--- src/logic/gtm_pkg.sv ---
package gtm_pkg;

    // register offsets
    localparam logic [7:0] OFS_TIMER_CONTROL      = 8'h11;
    localparam logic [7:0] OFS_GP_TIMEOUT_HIGH    = 8'h12;
    localparam logic [7:0] OFS_GP_TIMEOUT_LOW     = 8'h13;
    localparam logic [7:0] OFS_MAIN_IRQ_MASK      = 8'h14;
    localparam logic [7:0] OFS_TIMER_NFC_IRQ_MASK = 8'h15;
    localparam logic [7:0] OFS_MAIN_IRQ_STATUS    = 8'h17;
    localparam logic [7:0] OFS_TIMER_NFC_STATUS   = 8'h18;

    // reset values
    localparam logic [7:0] RST_TIMER_CONTROL = 8'h00;
    localparam logic [7:0] RST_MASK          = 8'h00;
    localparam logic [7:0] RST_GP_TIMEOUT    = 8'h00;

    // timer control fields
    localparam int TRIG_MSB     = 7;
    localparam int TRIG_LSB     = 5;
    localparam int NRT_EMV_BIT  = 1;
    localparam int NRT_STEP_BIT = 0;
    localparam logic [7:0] TIMER_CONTROL_WMASK = 8'he3;
    localparam logic [7:0] MAIN_MASK_WMASK     = 8'hfc;

    // timer/nfc status and mask bit positions
    localparam int TN_DCT  = 7;
    localparam int TN_NRE  = 6;
    localparam int TN_GPE  = 5;

    // carrier periods per timer step
    localparam int GP_STEP_FC       = 8;
    localparam int NRT_STEP_FC_FINE = 64;
    localparam int NRT_STEP_FC_COARSE = 4096;
    localparam logic [12:0] NRT_DIV_FINE   = 13'(NRT_STEP_FC_FINE);
    localparam logic [12:0] NRT_DIV_COARSE = 13'(NRT_STEP_FC_COARSE);
    localparam logic [3:0]  GP_DIV         = 4'(GP_STEP_FC);

    // trigger source encodings
    typedef enum logic [2:0] {
        TRIG_NONE     = 3'h0,
        TRIG_RX_END   = 3'h1,
        TRIG_RX_START = 3'h2,
        TRIG_NFC_TX   = 3'h3
    } gtm_trig_t;

    // register bus request
    typedef struct packed {
        logic       wr;
        logic       rd;
        logic [7:0] addr;
        logic [7:0] wdata;
    } gtm_bus_t;

    // hardware events from the front end, one-cycle pulses on i_mclk
    typedef struct packed {
        logic osc_stable;
        logic fifo_level;
        logic rx_start;
        logic rx_end;
        logic tx_end;
        logic bit_collision;
        logic cmd_done;
        logic field_on;
        logic field_off;
        logic ca_collision;
        logic guard_expired;
        logic nfc_rate_found;
    } gtm_evt_t;

    // carrier-clock step divider terminal test
    function automatic logic div_done(input logic [12:0] cnt, input logic [12:0] div);
        div_done = (cnt == 13'(div - 13'h1));
    endfunction

endpackage

--- src/logic/gtm_step_div.sv ---
`timescale 1ns/100ps
// counts carrier ticks and emits one pulse per step
module gtm_step_div (
    // clock and reset
    input  wire logic        i_mclk,
    input  wire logic        i_sys_rst,
    // control
    input  wire logic        i_run,
    input  wire logic        i_fc_tick,
    input  wire logic [12:0] i_div,
    // step pulse
    output logic             o_step
);
    import gtm_pkg::*;

    logic [12:0] cnt_r;

    // restart on every stop so that the first step is always a full one
    always_ff @(posedge i_mclk or posedge i_sys_rst) begin
        if (i_sys_rst) begin
            cnt_r <= 13'h0;
        end else if (!i_run) begin
            cnt_r <= 13'h0;
        end else if (i_fc_tick) begin
            cnt_r <= div_done(cnt_r, i_div) ? 13'h0 : 13'(cnt_r + 13'h1);
        end
    end

    assign o_step = i_run && i_fc_tick && div_done(cnt_r, i_div);

endmodule // gtm_step_div

--- src/logic/gtm_timer_core.sv ---
`timescale 1ns/100ps
module gtm_timer_core (
    // clock and reset
    input  wire logic            i_mclk,
    input  wire logic            i_sys_rst,
    // register port
    input  wire gtm_pkg::gtm_bus_t i_bus,
    output logic [7:0]           o_rdata,
    // commands and carrier
    input  wire logic            i_set_default,
    input  wire logic            i_gp_start_cmd,
    input  wire logic            i_nrt_start_cmd,
    input  wire logic            i_fc_tick,
    input  wire logic [15:0]     i_nrt_count,
    input  wire gtm_pkg::gtm_evt_t i_evt,
    // status outputs
    output logic                 o_gp_running,
    output logic                 o_nrt_running,
    output logic                 o_nrt_emv,
    output logic                 o_field_off_req,
    output logic                 o_irq
);
    import gtm_pkg::*;

    logic [7:0]  timer_control_r;
    logic [7:0]  gp_high_r;
    logic [7:0]  gp_low_r;
    logic [7:0]  main_mask_r;
    logic [7:0]  tn_mask_r;
    logic [7:0]  main_stat_r;
    logic [7:0]  tn_stat_r;
    logic [7:0]  main_stat_nxt;
    logic [7:0]  tn_stat_nxt;
    logic [15:0] gp_cnt_r;
    logic [15:0] nrt_cnt_r;
    logic        gp_run_r;
    logic        nrt_run_r;
    logic        nfc_trig_r;
    logic        gp_trig;
    logic        gp_step;
    logic        nrt_step;
    logic        gp_expire;
    logic        nrt_expire;
    logic        nrt_start;
    logic        main_rd;
    logic [7:0]  main_evt;
    logic [7:0]  tn_evt;
    gtm_trig_t   trig;

    function automatic logic wr_hit(input gtm_bus_t b, input logic [7:0] a);
        wr_hit = b.wr && (b.addr == a);
    endfunction

    assign trig = gtm_trig_t'(timer_control_r[TRIG_MSB:TRIG_LSB]);
    // only the main status read clears flags; a timer/nfc status read leaves them
    assign main_rd = i_bus.rd && (i_bus.addr == OFS_MAIN_IRQ_STATUS);

    // hardware trigger; 1xx codes fall to no trigger by the default arm
    always_comb begin
        unique case (trig)
            TRIG_RX_END:   gp_trig = i_evt.rx_end;
            TRIG_RX_START: gp_trig = i_evt.rx_start;
            TRIG_NFC_TX:   gp_trig = i_evt.tx_end;
            default:       gp_trig = 1'b0;
        endcase
    end

    // control register; reserved bits never store
    always_ff @(posedge i_mclk or posedge i_sys_rst) begin
        if (i_sys_rst) begin
            timer_control_r <= RST_TIMER_CONTROL;
        end else if (i_set_default) begin
            timer_control_r <= RST_TIMER_CONTROL;
        end else if (wr_hit(i_bus, OFS_TIMER_CONTROL)) begin
            timer_control_r <= i_bus.wdata & TIMER_CONTROL_WMASK;
        end
    end

    // timeout bytes; no documented default, cleared for determinism
    always_ff @(posedge i_mclk or posedge i_sys_rst) begin
        if (i_sys_rst) begin
            gp_high_r <= RST_GP_TIMEOUT;
            gp_low_r  <= RST_GP_TIMEOUT;
        end else begin
            if (wr_hit(i_bus, OFS_GP_TIMEOUT_HIGH)) begin
                gp_high_r <= i_bus.wdata;
            end
            if (wr_hit(i_bus, OFS_GP_TIMEOUT_LOW)) begin
                gp_low_r <= i_bus.wdata;
            end
        end
    end

    // mask registers
    always_ff @(posedge i_mclk or posedge i_sys_rst) begin
        if (i_sys_rst) begin
            main_mask_r <= RST_MASK;
            tn_mask_r   <= RST_MASK;
        end else if (i_set_default) begin
            main_mask_r <= RST_MASK;
            tn_mask_r   <= RST_MASK;
        end else begin
            if (wr_hit(i_bus, OFS_MAIN_IRQ_MASK)) begin
                main_mask_r <= i_bus.wdata & MAIN_MASK_WMASK;
            end
            if (wr_hit(i_bus, OFS_TIMER_NFC_IRQ_MASK)) begin
                tn_mask_r <= i_bus.wdata;
            end
        end
    end

    // step dividers from the carrier tick
    gtm_step_div u_gp_div (
        .i_mclk    (i_mclk),
        .i_sys_rst (i_sys_rst),
        .i_run     (gp_run_r),
        .i_fc_tick (i_fc_tick),
        .i_div     (13'(GP_DIV)),
        .o_step    (gp_step)
    );

    gtm_step_div u_nrt_div (
        .i_mclk    (i_mclk),
        .i_sys_rst (i_sys_rst),
        .i_run     (nrt_run_r),
        .i_fc_tick (i_fc_tick),
        .i_div     (timer_control_r[NRT_STEP_BIT] ? NRT_DIV_COARSE
                                                  : NRT_DIV_FINE),
        .o_step    (nrt_step)
    );

    assign gp_expire  = gp_run_r && gp_step && (gp_cnt_r == 16'h1);
    assign nrt_expire = nrt_run_r && nrt_step && (nrt_cnt_r == 16'h1);
    assign nrt_start  = i_nrt_start_cmd && (i_nrt_count != 16'h0);

    // general purpose timer; a zero timeout never runs
    always_ff @(posedge i_mclk or posedge i_sys_rst) begin
        if (i_sys_rst) begin
            gp_run_r   <= 1'b0;
            gp_cnt_r   <= 16'h0;
            nfc_trig_r <= 1'b0;
        end else if (i_gp_start_cmd || gp_trig) begin
            gp_cnt_r   <= {gp_high_r, gp_low_r};
            gp_run_r   <= ({gp_high_r, gp_low_r} != 16'h0);
            nfc_trig_r <= !i_gp_start_cmd && (trig == TRIG_NFC_TX);
        end else if (gp_expire) begin
            gp_run_r <= 1'b0;
            gp_cnt_r <= 16'h0;
        end else if (gp_run_r && gp_step) begin
            gp_cnt_r <= 16'(gp_cnt_r - 16'h1);
        end
    end

    // field-off request held until the next start, by software command or hardware trigger
    always_ff @(posedge i_mclk or posedge i_sys_rst) begin
        if (i_sys_rst) begin
            o_field_off_req <= 1'b0;
        end else if (gp_expire && nfc_trig_r) begin
            o_field_off_req <= 1'b1;
        end else if (i_gp_start_cmd || gp_trig) begin
            o_field_off_req <= 1'b0;
        end
    end

    // no-response timer
    always_ff @(posedge i_mclk or posedge i_sys_rst) begin
        if (i_sys_rst) begin
            nrt_run_r <= 1'b0;
            nrt_cnt_r <= 16'h0;
        end else if (nrt_start) begin
            nrt_run_r <= 1'b1;
            nrt_cnt_r <= i_nrt_count;
        end else if (nrt_expire) begin
            nrt_run_r <= 1'b0;
            nrt_cnt_r <= 16'h0;
        end else if (nrt_run_r && nrt_step) begin
            nrt_cnt_r <= 16'(nrt_cnt_r - 16'h1);
        end
    end

    // event vectors in status bit order
    assign main_evt = {i_evt.osc_stable, i_evt.fifo_level, i_evt.rx_start, i_evt.rx_end,
                       i_evt.tx_end, i_evt.bit_collision, 2'b00};
    assign tn_evt   = {i_evt.cmd_done, nrt_expire, gp_expire, i_evt.field_on,
                       i_evt.field_off, i_evt.ca_collision, i_evt.guard_expired,
                       i_evt.nfc_rate_found};

    // status flags set regardless of mask; set beats read-clear
    // timer/nfc byte first, so the summary bit sees this cycle's value
    always_comb begin
        tn_stat_nxt   = (main_rd ? 8'h00 : tn_stat_r) | tn_evt;
        main_stat_nxt = (main_rd ? 8'h00 : main_stat_r) | main_evt;
        main_stat_nxt[1] = |tn_stat_nxt;
        main_stat_nxt[0] = 1'b0;
        if (i_set_default) begin
            main_stat_nxt = 8'h00;
            tn_stat_nxt   = 8'h00;
        end
    end

    always_ff @(posedge i_mclk or posedge i_sys_rst) begin
        if (i_sys_rst) begin
            main_stat_r <= 8'h00;
            tn_stat_r   <= 8'h00;
        end else begin
            main_stat_r <= main_stat_nxt;
            tn_stat_r   <= tn_stat_nxt;
        end
    end

    // request only from unmasked flags
    always_ff @(posedge i_mclk or posedge i_sys_rst) begin
        if (i_sys_rst) begin
            o_irq <= 1'b0;
        end else begin
            o_irq <= |(main_stat_nxt[7:2] & ~main_mask_r[7:2])
                   | |(tn_stat_nxt & ~tn_mask_r);
        end
    end

    // read data one cycle after the strobe, zero for unmapped addresses
    always_ff @(posedge i_mclk or posedge i_sys_rst) begin
        if (i_sys_rst) begin
            o_rdata <= 8'h00;
        end else if (i_bus.rd) begin
            unique case (i_bus.addr)
                OFS_TIMER_CONTROL:      o_rdata <= timer_control_r;
                OFS_GP_TIMEOUT_HIGH:    o_rdata <= gp_high_r;
                OFS_GP_TIMEOUT_LOW:     o_rdata <= gp_low_r;
                OFS_MAIN_IRQ_MASK:      o_rdata <= main_mask_r;
                OFS_TIMER_NFC_IRQ_MASK: o_rdata <= tn_mask_r;
                OFS_MAIN_IRQ_STATUS:    o_rdata <= main_stat_r;
                OFS_TIMER_NFC_STATUS:   o_rdata <= tn_stat_r;
                default:                o_rdata <= 8'h00;
            endcase
        end else begin
            o_rdata <= 8'h00;
        end
    end

    assign o_gp_running  = gp_run_r;
    assign o_nrt_running = nrt_run_r;
    assign o_nrt_emv     = timer_control_r[NRT_EMV_BIT];
endmodule // gtm_timer_core

--- config.mk ---
export PLATFORM = sky130hd
export DESIGN_NAME = gtm_timer_core
export DESIGN_NICKNAME = d
export VERILOG_FILES = /design/src/logic/gtm_pkg.sv /design/src/logic/gtm_step_div.sv /design/src/logic/gtm_timer_core.sv
export SDC_FILE = /design/constraint.sdc
export NUM_CORES = 1
export LEC_CHECK = 0
export ABC_CLOCK_PERIOD_IN_PS = 6470
export BUFFER_PORTS_ARGS = -buffer_cell sky130_fd_sc_hd__buf_2
export CORE_ASPECT_RATIO = 1.4
export CORE_MARGIN = 5
export CORE_UTILIZATION = 60
export DETAILED_ROUTE_END_ITERATION = 8
export PLACE_DENSITY = 0.81
export SKIP_LAST_GASP = 1
export SLEW_MARGIN = 10
export SYNTH_ARGS = -nofsm -noshare
export SYNTH_HDL_FRONTEND = slang
export SYNTH_SLANG_ARGS = --single-unit
export TNS_END_PERCENT = 30
--- constraint.sdc ---
create_clock -name i_mclk -period 6.47 [get_ports i_mclk]
set_input_delay 0.3235 -clock i_mclk [delete_from_list [all_inputs] [get_ports i_mclk]]
set_output_delay 0.3235 -clock i_mclk [all_outputs]
set_load 0.05 [all_outputs]
==> qor.yml, run 1 <==
place:
  hpwl_microns: 12560
  placed_cell_area_sq_um: 7003
  dpl.cell_count: 915
  port_buffers: 64
  globalplace.congestion: 0.9648
sta:
  tightest_slew_ns: 0.9498
  max-slew-margin-rel_pct: 36.44
  finalCritPeriodShare_pct: 43.93
  drv_slew: 0
  setup_viol: 0
  clock.fmax_mhz: 351.8
  fin_hold_ws_ns: 0.03951
  fin_crit_ns: 2.842
  hold_viol_final: 0
  rsz0062_at_grt: "false"
  setup_tns_ns: 0
  fin_skew_ns: 0.004438
synth:
  syn_inst: 741
  syn_nets: 799
  avgSynthCellArea_sq_um: 8.929
  synth.yosys.seq_area_share_pct: 45.76
  synth_cell_types: 60
  synth_edf_count: 0
  yosys_register_bits: 121
  async_flop_share_pct: 100.0
  synth_area_sq_um: 6616
  synth_top_flop_cell: "dfrtp_1"
  ys_warn_count: 0
global_routing:
  grt_overflow: 0
  track_usage_pct: 27.42
  grt_max_degree: 64
  grt_pass1_vias: 6039
  grt_pass1_wl_microns: 29440
  antenna_found_initial: 0
min_path:
  hp-class: "in2async"
floorplanning:
  rows: 45
  initial_core_util_pct: 61.20
  fp.dieW_microns: 98.75
  coreArea_sq_um: 10810
  die_area_sq_um: 13260
  pin_count: 65
  die_h_microns: 134.3
drt:
  wl_per_cell_microns: 18.92
  drc: 0
  final_antenna_net_count: 0
  via_per_inst: 6.662
  dr.first_iter.drc_count: 573
  first_pass_iters: 8
  wirelength_microns: 17860
  vias: 6289
setup_path:
  cp-start-kind: "flip-flop"
  worstSetupEndpointType: "flip-flop"
  rrSetupSlack_ns: 3.63
  crit_required_ns: 6.79
  path_class: "reg2reg"
  crit_arrival_ns: 3.16
  worstPathMaxFanout: 13
clock_network:
  clock_path_buffers: 2
  cts_setup_buffers: 0
  cts_tree: "built"
  cts.repair.resized: 0
  numClockSinks: 121
  cts_buffers: 17
  htreeDepth: 4
  holdBufCountCts: 0
  insertion_delay_ns: 0.40
  clk_pin_slew_ns: 0.05
  cts-root-buf: "clkbuf_16"
power_and_ir_drop:
  power_density_nw_per_um2: 262.7
  ir_worst_vdd_mv: 0.1807
  leakage_nw: 3.233
flow_run:
  cap_viol_max_count: 0
finish:
  design_area_sq_um: 7566
  layoutNonFillerInstCount: 944
  drive_above_1_share_pct: 15.82
  diodes: 0
  syn2layout_area_growth_pct: 14.35
  fin_nets: 851
outcome:
  status: "complete, no violations"
-- registers in the layout (all words and copies together), names as in the netlist --
name	cells
gp_cnt_r	16
nrt_cnt_r	16
u_gp_div.cnt_r	13
u_nrt_div.cnt_r	13
gp_high_r	8
gp_low_r	8
o_rdata	8
tn_mask_r	8
tn_stat_r	8
main_stat_r	7
main_mask_r	6
timer_control_r	5
nfc_trig_r	1
o_field_off_req	1
o_gp_running	1
o_irq	1
o_nrt_running	1
-- worst paths after layout --
kind,startpoint,to,cells after the start
worst max-delay path,u_gp_div.cnt_r[0],gp_cnt_r[10],7
worst min-delay path,i_sys_rst,u_gp_div.cnt_r[10],2
worst max register to register,u_gp_div.cnt_r[0],gp_cnt_r[10],7
worst min register to register,u_gp_div.cnt_r[12],u_gp_div.cnt_r[12],2
max in group asynchronous,i_sys_rst,tn_mask_r[2],3
min in group i_mclk,i_gp_start_cmd,nfc_trig_r,2
-- metal layers --
metal,global-route usage (%),wire length [microns],vias up
met3,5.047,1341,91
met4,14.96,1031,0
li1,-,-,2838
met1,33.91,6717,3014
met2,45.18,8770,346
met5,0,0,-
-- cells by family after synthesis --
| logic type | Yosys count | share of synthesized area [%] |
|---|---|---|
| mux | 33 | 5.371 |
| fa+ha+maj | 6 | 1.135 |
| flops | 121 | 45.76 |
| compound gates | 209 | 19.80 |
| simple gates | 301 | 23.03 |
| buf+inv | 61 | 3.574 |
| xor+xnor | 10 | 1.324 |
-- Yosys cell counts (all sizes together) (9+ instances only) --
master  count  area, sq um
nand3      42        210.2
nor2       68        255.2
clkbuf     24        91.33
mux2       20        225.2
nor3       18        100.1
nand4      13        81.33
nor4       22        137.6
and3        9        56.30
a22o       13        113.9
inv        27        101.4
a21oi      75        375.4
o21ai      50        250.2
dfrtp     121         3028
a22oi       9        67.56
buf        10        43.79
nor2b       9        56.30
mux2i      13        130.1
a31oi      13        81.33
nand2      73        274.0
-- cell usage in the layout (no fill, tap or decap), types with 7 or more instances in the layout --
cell       instances
a21o_1             7
a21oi_1           75
a22o_1            13
a22oi_1            9
a31oi_1           13
and3_1             9
buf_2             64
clkbuf_16         17
dfrtp_1          121
inv_1             26
mux2_2            20
mux2i_1           13
nand2_1           73
nand3_1           42
nand4_1           13
nor2_1            68
nor2b_1            9
nor3_1            16
nor4_1            22
o21a_1             7
o21ai_0           50
-- worst max-delay path: stages, from the launching register on --
cell and delay [ns]:
dfrtp_1 0.40, ha_1 0.23, nor4b_1 0.43, nand4_1 0.57, a41oi_2 0.60, nand2_1 0.13
o31a_1 0.26, o21ai_0 0.14
-- metrics by stage --
stage               worst slack, ns  total power [mW]  util [%]
global placement              3.774             1.071     64.78
finish                        3.628             1.988     69.99
global route                  3.340             2.065     69.99
floorplan                     2.932             1.006         -
CTS                           3.631             1.994     69.99
detailed placement            3.657             1.082     64.78
-- power by group --
part / switching [mW] / internal (mW) / leakage (nW) / total (mW)
clock network: 0.318 / 0.594 / 0.274 / 0.912
logic: 0.140 / 0.0862 / 1.35 / 0.227
registers: 0.0517 / 0.798 / 1.61 / 0.849
-- final cells by class --
class	instances	area, sq um
multi-input combinational	559	3352
inverter	27	103.9
clock inverter	10	130.1
tap	141	176.4
clock buffer	19	432.9
sequential	121	3028
fill	867	3244
timing repair buffer	67	342.8
No activity file was read; power rests on OpenSTA's default activity.
==> inputs of run 2 (changes only) <==
--- a/config.mk
+++ b/config.mk
@@ -5,7 +5,8 @@
 export SDC_FILE = /design/constraint.sdc
 export NUM_CORES = 1
 export LEC_CHECK = 0
-export ABC_CLOCK_PERIOD_IN_PS = 6470
+export ABC_AREA = 1
+export ABC_CLOCK_PERIOD_IN_PS = 2800
 export BUFFER_PORTS_ARGS = -buffer_cell sky130_fd_sc_hd__buf_2
 export CORE_ASPECT_RATIO = 1.4
 export CORE_MARGIN = 5
==> constraint.sdc (replaced) <==
create_clock -name i_mclk -period 2.8 [get_ports i_mclk]
set_input_delay 0.14 -clock i_mclk [delete_from_list [all_inputs] [get_ports i_mclk]]
set_output_delay 0.14 -clock i_mclk [all_outputs]
set_load 0.05 [all_outputs]
==> run 2 against run 1 <==
Core utilization increased by 2.4 points. Register-to-register slack got worse by 3.0 ns. First-iteration DRC count decreased by 8.4%. Critical path depth increased by 4. Largest power group unchanged. Hold slack got worse by 0.014 ns. Clock-buffer cell count increased by 2. Clock skew increased by 0.0034 ns. Wire length decreased by 0.43%. Final area increased by 7.9%. Synthesized area increased by 4.0%. Final cell count increased by 22%. Fmax increased by 30%.
==> qor.yml, run 2 <==
setup_path:
  worstSetupEndpointType: "flip-flop"
  path_class: "reg2reg"
  crit_arrival_ns: 2.52
  worstPathMaxFanout: 13
  crit_required_ns: 3.13
  cp-start-kind: "flip-flop"
floorplanning:
  die_area_sq_um: 13740
  pin_count: 65
  initial_core_util_pct: 61.01
  coreArea_sq_um: 11280
  fp.dieW_microns: 100.5
  die_h_microns: 136.7
  rows: 46
finish:
  diodes: 0
  reg.largest.list: "gp_cnt_r (16), nrt_cnt_r (16)"
  layout_commonest_cell: "nand2_1"
  most-common-layout-cells: "nand2_1, inv_1, dfrtp_1, nor2_1, nand3_1"
  regArea_sq_um: 3028
  design_area_sq_um: 8167
  multi_input_area_sq_um: 3236
  fin_nets: 1053
  fillers: 902
  syn2layout_area_growth_pct: 18.65
  drive_above_1_share_pct: 12.90
synth:
  synthSimpleGateAreaFrac_pct: 30.43
  avgSynthCellArea_sq_um: 7.589
  synth.yosys.seq_area_share_pct: 43.99
  yosysTopAreaCellShare_pct: 43.99
  synth_cell_types: 45
  synth_top_family_by_area: "simple AND/OR/NAND/NOR gates"
  synth_largest_area_cell: "dfrtp_1"
  ys_top_cells_by_count: "nand2_1, inv_1, dfrtp_1"
  synth_xor_xnor_area_share_pct: 4.963
  yosys_register_bits: 121
  syn_nets: 965
  synth_adder_area_share_pct: 1.091
  synth_area_sq_um: 6883
  synth_most_common_cell: "nand2_1"
  async_flop_share_pct: 100.0
  synthTopCellsByArea: "dfrtp_1, nand2_1, inv_1"
  synth_edf_count: 0
  syn_inst: 907
  synth_compound_area_share_pct: 10.53
  synthMuxAreaShare_pct: 0
  synth_top_flop_cell: "dfrtp_1"
  ys_warn_count: 0
power_and_ir_drop:
  switching_share_pct: 28.21
  ir_worst_vdd_mv: 0.4754
  leakage_nw: 4.040
  p_comb_share_pct: 16.8
  p_int_mw: 3.907
  pwr-share-clk_pct: 45.0
  p_seq_share_pct: 38.2
  switchingPower_mw: 1.535
  power_density_nw_per_um2: 666.4
clock_network:
  clk_pin_slew_ns: 0.06
  cts-root-buf: "clkbuf_16"
  numClockSinks: 121
  clock_path_buffers: 2
  cts_buffers: 17
  holdBufCountCts: 19
  cts_tree: "built"
  cts.repair.resized: 0
  cts_setup_buffers: 0
  htreeDepth: 4
  insertion_delay_ns: 0.42
place:
  port_buffers: 64
  placed_cell_area_sq_um: 7313
  hpwl_microns: 12450
  globalplace.congestion: 0.9312
drt:
  drc: 0
  final_antenna_net_count: 0
  first_pass_iters: 6
  wl_per_cell_microns: 15.44
  via_per_inst: 5.616
  vias: 6470
  dr.first_iter.drc_count: 525
  wirelength_microns: 17790
global_routing:
  grt_pass1_vias: 6164
  grt_overflow: 0
  grt_pass1_wl_microns: 29260
  antenna_found_initial: 0
  grt_max_degree: 40
  track_usage_pct: 27.04
min_path:
  hp-class: "in2reg"
flow_run:
  cap_viol_max_count: 0
sta:
  fin_crit_ns: 2.183
  drv_slew: 0
  setup_tns_ns: 0
  max-slew-margin-rel_pct: 43.00
  setup_viol: 0
  clock.fmax_mhz: 458.0
  hold_viol_final: 0
  finalCritPeriodShare_pct: 77.97
  tightest_slew_ns: 0.8532
  rsz0062_at_grt: "false"
  fin_skew_ns: 0.007887
outcome:
  status: "complete, no violations"
==> run 2: changes by cell type after synthesis, moves of 19 or more <==
| cell | change |
|---|---|
| clkbuf_1 | -19 |
| inv_1 | +95 |
| a21oi_1 | -63 |
| mux2_2 | -20 |
| nand2_1 | +154 |
| xor2_1 | +27 |
| nand3_1 | +39 |
==> run 2: critical path, cell delays in order (launching register included) <==
cell and delay [ns]:
dfrtp_1 0.39, ha_1 0.18, nand2_1 0.07, inv_1 0.10
nand2_1 0.06, nor2_1 0.15, nand3_2 0.30, nand2_1 0.46
nand2_1 0.14, nand2_1 0.08, nand2_1 0.04, o21ai_0 0.13
==> run 2: power by group through the flow <==
stage | combinational [mW] | sequential (mW) | clock, mW
CTS | 0.909 | 2.08 | 2.46
detailed placement | 0.881 | 2.10 | 0
floorplan | 0.663 | 2.08 | 0
finish | 0.913 | 2.08 | 2.45
global route | 1.02 | 2.10 | 2.54
global placement | 0.863 | 2.10 | 0
==> run 2: per-layer routing <==
layer | wire (microns) | part of all wire (%) | GRT usage, %
met1 | 7108 | 40 | 32.94
met4 | 605 | 3.4 | 11.54
met3 | 851 | 4.8 | 5.354
met5 | 0 | 0 | 0
met2 | 9220 | 52 | 46.46
==> run 2: per-stage QoR <==
step	total power, mW	instances	util, %	hold slack, ns	setup slack (ns)
floorplan	2.743	907	-	0.2691	1.158
global placement	2.959	1101	64.83	0.3522	0.7400
detailed placement	2.981	1101	64.83	0.3470	0.6833
CTS	5.442	1152	72.39	0.002131	0.6306
global route	5.670	1152	72.39	0.03437	0.4013
finish	5.442	1152	72.39	0.02536	0.6167
==> run 2: worst paths after layout <==
check                                        from                  to  slack [ns]  cells past startpoint
worst max-delay path            u_gp_div.cnt_r[0]         gp_cnt_r[6]        0.62                     11
worst min-delay path                     i_evt[8]      main_stat_r[4]        0.03                      3
worst max register to register  u_gp_div.cnt_r[0]         gp_cnt_r[6]        0.62                     11
worst min register to register     main_mask_r[7]      main_mask_r[7]        0.49                      2
max in group asynchronous               i_sys_rst        o_gp_running        1.62                      4
min in group asynchronous               i_sys_rst  u_nrt_div.cnt_r[2]        0.44                      3
==> run 2: area by class of cell <==
cell class	count	area share, %
Tap cell	144	2.206
Clock inverter	11	2.359
Multi-Input combinational cell	635	39.62
Inverter	132	6.113
Timing Repair Buffer	88	6.864
Sequential cell	121	37.08
Clock buffer	21	5.761
==> run 2: cells by family (layout without fill, tap and decap cells) <==
kind of cell | count (synthesis) | count (layout)
simple gates | 467 | 467
buf+inv | 151 | 252
compound gates | 123 | 123
flops | 121 | 121
xor+xnor | 39 | 39
fa+ha+maj | 6 | 6
==> inputs of run 3 (changes only) <==
--- a/config.mk
+++ b/config.mk
@@ -6,7 +6,7 @@
 export NUM_CORES = 1
 export LEC_CHECK = 0
 export ABC_AREA = 1
-export ABC_CLOCK_PERIOD_IN_PS = 2800
+export ABC_CLOCK_PERIOD_IN_PS = 2200
 export BUFFER_PORTS_ARGS = -buffer_cell sky130_fd_sc_hd__buf_2
 export CORE_ASPECT_RATIO = 1.4
 export CORE_MARGIN = 5
==> constraint.sdc (replaced) <==
create_clock -name i_mclk -period 2.2 [get_ports i_mclk]
set_input_delay 0.11 -clock i_mclk [delete_from_list [all_inputs] [get_ports i_mclk]]
set_output_delay 0.11 -clock i_mclk [all_outputs]
set_load 0.05 [all_outputs]
==> run 3 against run 2 <==
Critical path depth is 1 higher. Clock-buffer cell count stayed put. Die area stayed put. Sequential cell count stayed put. Register-to-register slack worse by 0.42 ns. Core utilization is 0.35 points lower. Clock power is 12% higher. Final area is 0.49% lower. Sequential share of layout area is 0.18 points higher. Critical endpoint is now main_stat_r[1]. Highest routed layer unchanged.
==> qor.yml, run 3 (same netlist as run 2, synthesis figures left out) <==
outcome:
  status: "complete, no violations"
place:
  place_ws_ns: 0.2498
  hpwl_microns: 12390
  globalplace.congestion: 0.9193
  port_buffers: 64
  dpl.cell_count: 1103
  placed_cell_area_sq_um: 7328
setup_path:
  worstPathMaxFanout: 8
  crit_arrival_ns: 2.35
  path_buf_inv: 3
  path_delay_family: "simple AND/OR/NAND/NOR gates"
  cp-start-kind: "flip-flop"
  worstSetupEndpointType: "flip-flop"
  crit_required_ns: 2.55
  path_class: "reg2reg"
  crit_chain: "ha_1 > nand2_1 > inv_1 > nand2_1 > nor2_1 > nand3_2 > buf_4 > o21ai_2 > inv_1 > nand3_1 > o21ai_1 > nand2_1"
  critPathMostFrequentCell: "nand2_1"
  critPathSlowestCell: "dfrtp_1"
  cp_slowest_stage_delay_ns: 0.38
clock_network:
  clk_pin_slew_ns: 0.05
  numClockSinks: 121
  cts-root-buf: "clkbuf_16"
  insertion_delay_ns: 0.42
  holdBufCountCts: 23
  htreeDepth: 4
  clock_path_buffers: 2
  cts_buffers: 17
  cts_tree: "built"
  cts.repair.resized: 0
  cts_setup_buffers: 0
drt:
  vias: 6518
  topRoutingLayerUsed: "met4"
  met2_length_microns: 9366
  dr.first_iter.drc_count: 631
  dr_wl_met3_microns: 1074
  first_pass_iters: 7
  wirelength_microns: 17800
  wl_per_cell_microns: 15.38
  final_antenna_net_count: 0
  drc: 0
  via_per_inst: 5.634
  wl_met1_microns: 6968
sta:
  finalCritPeriodShare_pct: 90.91
  clock.fmax_mhz: 500.0
  setup_viol: 0
  setup_tns_ns: 0
  setup_ws_ns: 0.1999
  drv_slew: 0
  rsz0062_at_grt: "false"
  fin_skew_ns: 0.008314
  tightest_slew_ns: 0.6925
  max-slew-margin-rel_pct: 53.78
  fin_crit_ns: 2.000
  hold_viol_final: 0
  fin_hold_ws_ns: 0.003397
global_routing:
  antenna_found_initial: 0
  grt_pass1_vias: 6376
  track_usage_pct: 27.12
  grt_pass1_wl_microns: 29630
  grt_max_degree: 122
  grt_overflow: 0
finish:
  diodes: 0
  fin_nets: 1059
  syn2layout_area_growth_pct: 18.07
  most-common-layout-cells: "nand2_1, inv_1, dfrtp_1, nor2_1, nand3_1"
  drive_above_1_share_pct: 12.64
  layout_commonest_cell: "nand2_1"
  fillers: 886
  reg.largest.list: "gp_cnt_r (16), nrt_cnt_r (16)"
  design_area_sq_um: 8127
  layoutNonFillerInstCount: 1157
floorplanning:
  die_h_microns: 136.7
  rows: 46
  fp.dieW_microns: 100.5
  die_area_sq_um: 13740
  initial_core_util_pct: 61.01
  coreArea_sq_um: 11280
  pin_count: 65
power_and_ir_drop:
  leakage_nw: 4.038
  ir_worst_vdd_mv: 0.6160
  power_density_nw_per_um2: 807.4
flow_run:
  cap_viol_max_count: 0
min_path:
  hp-class: "in2reg"
[run 3: final cells by class]
| type | count | area (sq um) | area share (%) |
|---|---|---|---|
| flip-flops and latches | 121 | 3028 | 37.26 |
| multi-input cells | 635 | 3236 | 39.82 |
| clock inverters | 10 | 127.6 | 1.570 |
| repair buffers | 94 | 615.6 | 7.575 |
| inverters | 132 | 499.2 | 6.143 |
| clock buffers | 21 | 440.4 | 5.420 |
| well taps | 144 | 180.2 | 2.217 |
[run 3: per-layer routing]
metal  vias to the layer above  GRT usage (%)
met5                         -              0
met4                         0          10.19
met3                        40          5.609
met2                       258          47.09
met1                      3061          33.03
li1                       3159              -
[run 3: worst reg2reg max path: cells and delay by family (launching register included)]
family                     cells  cell delay, ns
DFF                            1            0.38
buffers and inverters          3            0.43
and+or+nand+nor                6            0.69
adders and majority gates      1            0.18
AOI/OAI and AO/OA              2            0.26
[run 3: worst paths after layout]
path	startpoint	slack, ns	depth (start not counted)	endpoint
max reg2reg	u_gp_div.cnt_r[0]	0.20	12	main_stat_r[1]
min reg2reg	tn_mask_r[3]	0.49	2	tn_mask_r[3]
max in group asynchronous	i_sys_rst	1.31	4	o_rdata[1]
max	u_gp_div.cnt_r[0]	0.20	12	main_stat_r[1]
min in group asynchronous	i_sys_rst	0.40	4	u_gp_div.cnt_r[8]
min	i_nrt_count[15]	0.003	5	nrt_cnt_r[15]
[run 3: stage by stage]
step / utilization (%) / total power, mW
5_1_grt: 72.04 / 6.860
6_report: 72.04 / 6.562
3_3_place_gp: 64.96 / 3.773
4_1_cts: 72.04 / 6.565
3_5_place_dp: 64.96 / 3.799
2_1_floorplan: - / 3.491
[run 3: power breakdown]
group	switching [mW]	internal (mW)	total, mW	leakage [nW]
sequential	0.214	2.43	2.65	1.59
combinational	0.727	0.451	1.18	2.17
clock	0.980	1.76	2.74	0.280
